`src/pkg/cpp_pkg.sv`:
```
// constants and types for the control-pin power and self-test block
package cpp_pkg;

  // ------------------------------------------------------------
  // strap decode
  // ------------------------------------------------------------
  localparam int          STRAP_W        = 4;
  localparam int          STRAP_ADC_W    = 8;
  localparam logic [7:0]  STRAP_STEP     = 8'h10;
  localparam logic [3:0]  STRAP_RST_VAL  = 4'h0;

  // ------------------------------------------------------------
  // power-up sequencing
  // ------------------------------------------------------------
  // settle time after power-down release before straps are latched
  localparam int          SETTLE_NS      = 1000;
  localparam int          CLK_PERIOD_NS  = 10;
  localparam int          SETTLE_CYC     = (SETTLE_NS + CLK_PERIOD_NS - 1) / CLK_PERIOD_NS;
  localparam int          SETTLE_W       = 8;

  // ------------------------------------------------------------
  // reset values of pin function selections and the general io 0 output value
  // ------------------------------------------------------------
  localparam logic        PIN4_SEL_RST   = 1'b0;  // 0: interrupt input, 1: clock select
  localparam logic        GIO_SEL_RST    = 1'b0;  // 0: general io, 1: audio serial data
  localparam logic        GIO_OUT_RST    = 1'b0;

  typedef enum logic [1:0] {
    CPP_DOWN,
    CPP_SETTLE,
    CPP_RUN
  } cpp_state_t;

  typedef enum logic {
    CPP_CLK_PIXEL,
    CPP_CLK_INT33
  } cpp_bist_clk_t;

endpackage

```
`src/pkg/cpp_strap_if.sv`:
```
// strap sample and decoded settings between top and decoder
`timescale 1ns/1ps
interface cpp_strap_if;
  import cpp_pkg::*;
  logic [STRAP_ADC_W-1:0] level;
  logic                   sample;
  logic [STRAP_W-1:0]     setting;

  modport top (output level, output sample, input setting);
  modport dec (input level, input sample, output setting);
endinterface

```
`src/core/cpp_control_pins.sv`:
```
// control-pin power-down, self-test straps, shared interrupt pin and general io 0
`timescale 1ns/1ps
module cpp_control_pins
  import cpp_pkg::*;
(
  input  wire logic                   i_clk,
  input  wire logic                   i_reset,
  input  wire logic                   i_power_down_n_pin,
  input  wire logic                   i_self_test_enable_pin,
  input  wire logic                   i_pin4_in,
  input  wire logic [STRAP_ADC_W-1:0] i_config_strap_0,
  input  wire logic [STRAP_ADC_W-1:0] i_config_strap_1,
  input  wire logic                   i_pin4_sel_clk,
  input  wire logic                   i_pin4_pull_low_en,
  input  wire logic                   i_general_io_0_sel_audio,
  input  wire logic                   i_general_io_0_out_val,
  input  wire logic                   i_audio_serial_data_out,
  input  wire logic                   i_general_io_0_in,
  output      logic                   o_pin4_out,
  output      logic                   o_pin4_oe,
  output      logic                   o_general_io_0_out,
  output      logic                   o_general_io_0_oe,
  output      logic                   o_general_io_0_in,
  output      logic                   o_enabled,
  output      logic                   o_soft_reset,
  output      logic                   o_pll_run,
  output      logic                   o_outputs_oe,
  output      logic                   o_self_test_en,
  output      logic                   o_self_test_clk_int,
  output      logic                   o_interrupt_in,
  output      logic [STRAP_W-1:0]     o_config_0,
  output      logic [STRAP_W-1:0]     o_config_1,
  output      logic                   o_config_valid
);

  // ------------------------------------------------------------
  // pin synchronisers
  // ------------------------------------------------------------
  // analogue strap codes are assumed static while sampled; only single bits are synced
  logic [3:0] meta_reg;
  logic [3:0] sync_reg;

  always_ff @(posedge i_clk)
  begin
    if (i_reset)
    begin
      meta_reg <= 4'h0;
      sync_reg <= 4'h0;
    end
    else
    begin
      meta_reg <= {i_general_io_0_in, i_pin4_in, i_self_test_enable_pin, i_power_down_n_pin};
      sync_reg <= meta_reg;
    end
  end

  logic pd_n_s;
  logic bist_en_s;
  logic pin4_s;
  assign pd_n_s    = sync_reg[0];
  assign bist_en_s = sync_reg[1];
  assign pin4_s    = sync_reg[2];

  // ------------------------------------------------------------
  // power sequencer
  // ------------------------------------------------------------
  cpp_state_t          state_reg;
  logic [SETTLE_W-1:0] cnt_reg;
  logic                running;
  logic                restart;

  assign running = (state_reg == CPP_RUN);
  // any cycle spent down holds the rest of the chip in reset, so release restarts defaults
  assign restart = (state_reg != CPP_RUN);

  always_ff @(posedge i_clk)
  begin
    if (i_reset)
    begin
      state_reg <= CPP_DOWN;
      cnt_reg   <= '0;
    end
    else if (!pd_n_s)
    begin
      state_reg <= CPP_DOWN;
      cnt_reg   <= '0;
    end
    else
    begin
      case (state_reg)
        CPP_DOWN:
        begin
          state_reg <= CPP_SETTLE;
          cnt_reg   <= '0;
        end
        CPP_SETTLE:
        begin
          if (cnt_reg == SETTLE_W'(SETTLE_CYC - 1))
            state_reg <= CPP_RUN;
          else
            cnt_reg <= cnt_reg + 1'b1;
        end
        CPP_RUN:
          state_reg <= CPP_RUN;
        default:
          state_reg <= CPP_DOWN;
      endcase
    end
  end

  always_ff @(posedge i_clk)
  begin
    if (i_reset)
    begin
      o_enabled    <= 1'b0;
      o_soft_reset <= 1'b1;
      o_pll_run    <= 1'b0;
      o_outputs_oe <= 1'b0;
    end
    else
    begin
      o_enabled    <= running;
      o_soft_reset <= restart;
      o_pll_run    <= pd_n_s;
      o_outputs_oe <= running;
    end
  end

  // ------------------------------------------------------------
  // strap capture
  // ------------------------------------------------------------
  cpp_strap_if strap0 ();
  cpp_strap_if strap1 ();
  logic        take;

  // latch straps once, at the end of settling
  assign take = (state_reg == CPP_SETTLE) && (cnt_reg == SETTLE_W'(SETTLE_CYC - 1)) && pd_n_s;
  assign strap0.level  = i_config_strap_0;
  assign strap0.sample = take;
  assign strap1.level  = i_config_strap_1;
  assign strap1.sample = take;

  cpp_strap_decode u_dec0 (.i_clk(i_clk), .i_reset(i_reset || !pd_n_s), .strap(strap0));
  cpp_strap_decode u_dec1 (.i_clk(i_clk), .i_reset(i_reset || !pd_n_s), .strap(strap1));

  assign o_config_0     = strap0.setting;
  assign o_config_1     = strap1.setting;
  assign o_config_valid = o_enabled;

  // ------------------------------------------------------------
  // self-test and shared pin
  // ------------------------------------------------------------
  logic pin4_sel_reg;
  logic gio_sel_reg;
  logic gio_out_reg;

  // function selects return to defaults whenever the device restarts
  always_ff @(posedge i_clk)
  begin
    if (i_reset || restart)
    begin
      pin4_sel_reg  <= PIN4_SEL_RST;
      gio_sel_reg   <= GIO_SEL_RST;
      gio_out_reg   <= GIO_OUT_RST;
    end
    else
    begin
      pin4_sel_reg  <= i_pin4_sel_clk;
      gio_sel_reg   <= i_general_io_0_sel_audio;
      gio_out_reg   <= i_general_io_0_out_val;
    end
  end

  always_ff @(posedge i_clk)
  begin
    if (i_reset || restart)
    begin
      o_self_test_en      <= 1'b0;
      o_self_test_clk_int <= CPP_CLK_PIXEL;
      o_interrupt_in      <= 1'b0;
    end
    else
    begin
      o_self_test_en      <= bist_en_s;
      o_self_test_clk_int <= pin4_sel_reg ? pin4_s : CPP_CLK_PIXEL;
      o_interrupt_in      <= pin4_sel_reg ? 1'b0 : pin4_s;
    end
  end

  // pull-low while down is optional, so the chip-level enable decides it
  always_ff @(posedge i_clk)
  begin
    if (i_reset)
    begin
      o_pin4_out <= 1'b0;
      o_pin4_oe  <= 1'b0;
    end
    else
    begin
      o_pin4_out <= 1'b0;
      // waits for the sequencer to leave run, so the pin never pulls while still enabled
      o_pin4_oe  <= !pd_n_s && !running && i_pin4_pull_low_en;
    end
  end

  // ------------------------------------------------------------
  // general io 0
  // ------------------------------------------------------------
  always_ff @(posedge i_clk)
  begin
    if (i_reset || restart)
    begin
      o_general_io_0_out <= GIO_OUT_RST;
      o_general_io_0_oe  <= 1'b0;
      o_general_io_0_in  <= 1'b0;
    end
    else
    begin
      o_general_io_0_out <= gio_sel_reg ? i_audio_serial_data_out : gio_out_reg;
      o_general_io_0_oe  <= 1'b1;
      o_general_io_0_in  <= sync_reg[3];
    end
  end

endmodule

```
`src/core/cpp_strap_decode.sv`:
```
// multi-level strap sampler and decoder
`timescale 1ns/1ps
module cpp_strap_decode
  import cpp_pkg::*;
(
  input  wire logic i_clk,
  input  wire logic i_reset,
  cpp_strap_if.dec  strap
);

  // ------------------------------------------------------------
  // level to setting
  // ------------------------------------------------------------
  // table not known: even bands of the divider ratio stand in for it
  function automatic logic [STRAP_W-1:0] band(input logic [STRAP_ADC_W-1:0] lvl);
    band = lvl[STRAP_ADC_W-1 -: STRAP_W];
  endfunction

  logic [STRAP_W-1:0] setting_reg;

  always_ff @(posedge i_clk)
  begin
    if (i_reset)
      setting_reg <= STRAP_RST_VAL;
    else if (strap.sample)
      setting_reg <= band(strap.level);
  end

  assign strap.setting = setting_reg;

endmodule

```
`config.mk`:
```
export PLATFORM = sky130hd
export DESIGN_NAME = cpp_control_pins
export DESIGN_NICKNAME = d
export VERILOG_FILES = /design/src/pkg/cpp_pkg.sv /design/src/pkg/cpp_strap_if.sv /design/src/core/cpp_control_pins.sv /design/src/core/cpp_strap_decode.sv
export SDC_FILE = /design/constraint.sdc
export NUM_CORES = 1
export LEC_CHECK = 0
export ABC_AREA = 0
export BUFFER_PORTS_ARGS = -buffer_cell sky130_fd_sc_hd__buf_4
export CORE_MARGIN = 8
export CORE_UTILIZATION = 50
export CTS_CLUSTER_DIAMETER = 50
export CTS_CLUSTER_SIZE = 8
export DETAILED_ROUTE_END_ITERATION = 12
export HOLD_SLACK_MARGIN = 0.03
export PLACE_DENSITY = 0.84
export SETUP_SLACK_MARGIN = 0.1
export SLEW_MARGIN = 20
export SYNTH_ARGS = -nofsm -noshare
export SYNTH_HDL_FRONTEND = slang
export SYNTH_SLANG_ARGS = --single-unit
```
`constraint.sdc`:
```
create_clock -name i_clk -period 4.7 [get_ports i_clk]
set_clock_uncertainty 0.2 [all_clocks]
set_input_delay 0.47 -clock i_clk [delete_from_list [all_inputs] [get_ports i_clk]]
set_output_delay 0.47 -clock i_clk [all_outputs]
set_load 0.01 [all_outputs]
```
==> results.cfg <==
[floorplanning]
die_h_microns = 70.9
coreArea_sq_um = 2950
die_x_microns = 70.9
rows = 20
ios = 48
start_util = 0.510
die-area_sq_um = 5030

[sta]
drv_slew = 0
worst_slack_ps = 2460
grt_setup_unrepaired = false
fin_crit_ps = 2240
fmax_mhz = 447
finalCritPeriodShare = 0.476
hold_viol = 0
tns_ps = 0
tightest_slew_ps = 597
setup_viol = 0
max-slew-margin-rel = 0.602

[placement]
dpl_worst_slack_ps = 2470
globalplace.congestion = 0.799
hpwl_microns = 2330
io_buffers = 38

[logic_synthesis]
synth-adder-area-share = 0.0332
synth_async_sr_flop_share = 0
synth-xor-area-share = 0
synth_area_leaders = dfxtp_1 52%, a21oi_1 4.0%, nand3_1 4.0%
yosys_most_used_dff = dfxtp_1
synth_top_area_share = 0.518
synthTopCellsByCount = 39 x dfxtp_1, 12 x a21oi_1, 12 x nand3_1, 10 x nand2_1, 9 x nor2b_1
synthSimpleGateAreaFrac = 0.208
synth-seq-area-share = 0.518
synth-seq-cells = 39
synth_area_sq_um = 1510
syn_nets = 183
syn_inst = 152
yosys.area.top_type = dfxtp_1
synthMostInstantiatedCell = dfxtp_1
ys_types = 40
synth_edf_count = 0
synthMuxAreaShare = 0.0199
avgSynthCellArea_sq_um = 9.91
yosysWarnings = 0
synth_top_family_by_area = simple AND/OR/NAND/NOR gates
synth_compound_area_frac = 0.152

[cells_and_area]
fill_cells = 259
area_growth_pct = 22.1
antenna_cells = 0
largest_register_ffs = 8
nNetsFinal = 216
drive_gt1_frac = 0.269

[setup_path]
start_kind = register
cp.required_ps = 4760
worstPathArrival_ps = 2300
cp-startpoint = cnt_reg[0]
crit_type = register to register
r2r_setup_slack_ps = 2460
cp-end-kind = register
r2r_cells = 4
r2r_start = cnt_reg[0]
crit_fanout = 11
r2r_end = cnt_reg[0]

[grt]
grt_pass1_vias = 1176
grt_first_pass_wirelength_microns = 5230
antenna_found_initial = 0
grt_usage = 0.129
grt_max_degree = 16
overflow = 0

[min_path]
hp-start = i_power_down_n_pin
timing.hold.worst_endpoint = meta_reg[0]
hp-class = primary input to register
worstHoldPathCells = 2

[status]
status = completed

[power_and_ir_drop]
power_density_nw_per_um2 = 319
power.leakage_nw = 0.738
ir_drop_v = 0.000268

[clock_network]
cts_buffers = 5
clock_path_buffers = 2
cts-htree-levels = 2
cts_tree = done
clkSinkCount = 39
post_cts_resized = 0
cts.clk_slew.worst_paths_ps = 130
root_buffer = clkbuf_4
clock_latency_ps = 350
post_cts.repair.setup_buffers = 0
hold_buffers = 0

[job]
drv_cap = 0

[detailed_routing]
num_vias = 1196
drc_errors = 0
wl_per_cell_microns = 14.0
drt-pass1-iter-count = 4
drt-initial-drc-count = 55
wl_microns = 3060
ant_nets = 0
post_drt_via_cell_ratio = 5.46
[worst max path at each step]
stage | endpoint | slack, ps | cells after the start
after floorplan | u_dec0.strap.setting[3] | 2990 | 6
after global placement | cnt_reg[0] | 2590 | 4
after detailed placement | cnt_reg[0] | 2470 | 4
after CTS | cnt_reg[0] | 2510 | 4
after global routing | cnt_reg[0] | 2340 | 4
final | cnt_reg[0] | 2460 | 4
[metrics by stage]
stage | cell area (sq um) | hold WS [ps] | power (W) | utilization | std cells
after floorplan | 1510 | 182 | 0.000355 | - | 152
after global placement | 1760 | 187 | 0.000368 | 0.594 | 211
after detailed placement | 1760 | 198 | 0.000369 | 0.594 | 211
after CTS | 1840 | 110 | 0.000593 | 0.623 | 219
after global routing | 1840 | 97.6 | 0.000610 | 0.623 | 219
final | 1840 | 117 | 0.000586 | 0.623 | 219
[critical path, stage by stage (launching register included)]
cell,delay [ps]
dfxtp_1,440
ha_1,300
nand4b_1,440
o41a_1,540
o211a_1,230
[metal layers]
metal / vias up / global-route usage / wire (microns)
li1: 600 / - / -
met1: 542 / 0.135 / 1210
met2: 46 / 0.204 / 1480
met3: 8 / 0.0650 / 305
met4: 0 / 0.0808 / 63
met5: - / 0 / 0
[cells by family after synthesis]
group / after synthesis
AND/OR/NAND/NOR: 52
multiplexers: 3
flip-flops: 39
other: 1
buffers and inverters: 18
AO/OA/AOI/OAI: 35
adder cells (fa/ha/maj): 4
[layout by cell type (no fill, tap or decap), drive strengths merged, types with 2 or more instances in the layout]
cell type / instances
buf: 38
nand3: 12
nand2b: 3
ha: 4
and2: 5
clkbuf: 5
nand2: 10
nor4b: 2
nor2: 3
inv: 6
a311oi: 2
nor2b: 9
and3: 2
a41oi: 2
dfxtp: 39
a21oi: 12
o21ai: 9
o211ai: 3
mux2i: 3
o41ai: 2
[power by group]
part           total [W]  switching, W  internal (W)
Sequential      0.000336    0.00000133      0.000335
Clock           0.000225      0.000111      0.000114
Combinational  0.0000254     0.0000102     0.0000151
Total           0.000586      0.000123      0.000463
[cell type report]
cell class / instances / area, sq um / share of cell area
repair buffers: 38 / 285 / 0.155
inverters: 6 / 22.5 / 0.0122
clock inverters: 3 / 46.3 / 0.0252
multi-input cells: 95 / 626 / 0.340
well taps: 33 / 41.3 / 0.0224
clock buffers: 5 / 37.5 / 0.0204
flip-flops and latches: 39 / 781 / 0.424
No activity file was read; power rests on OpenSTA's default activity.
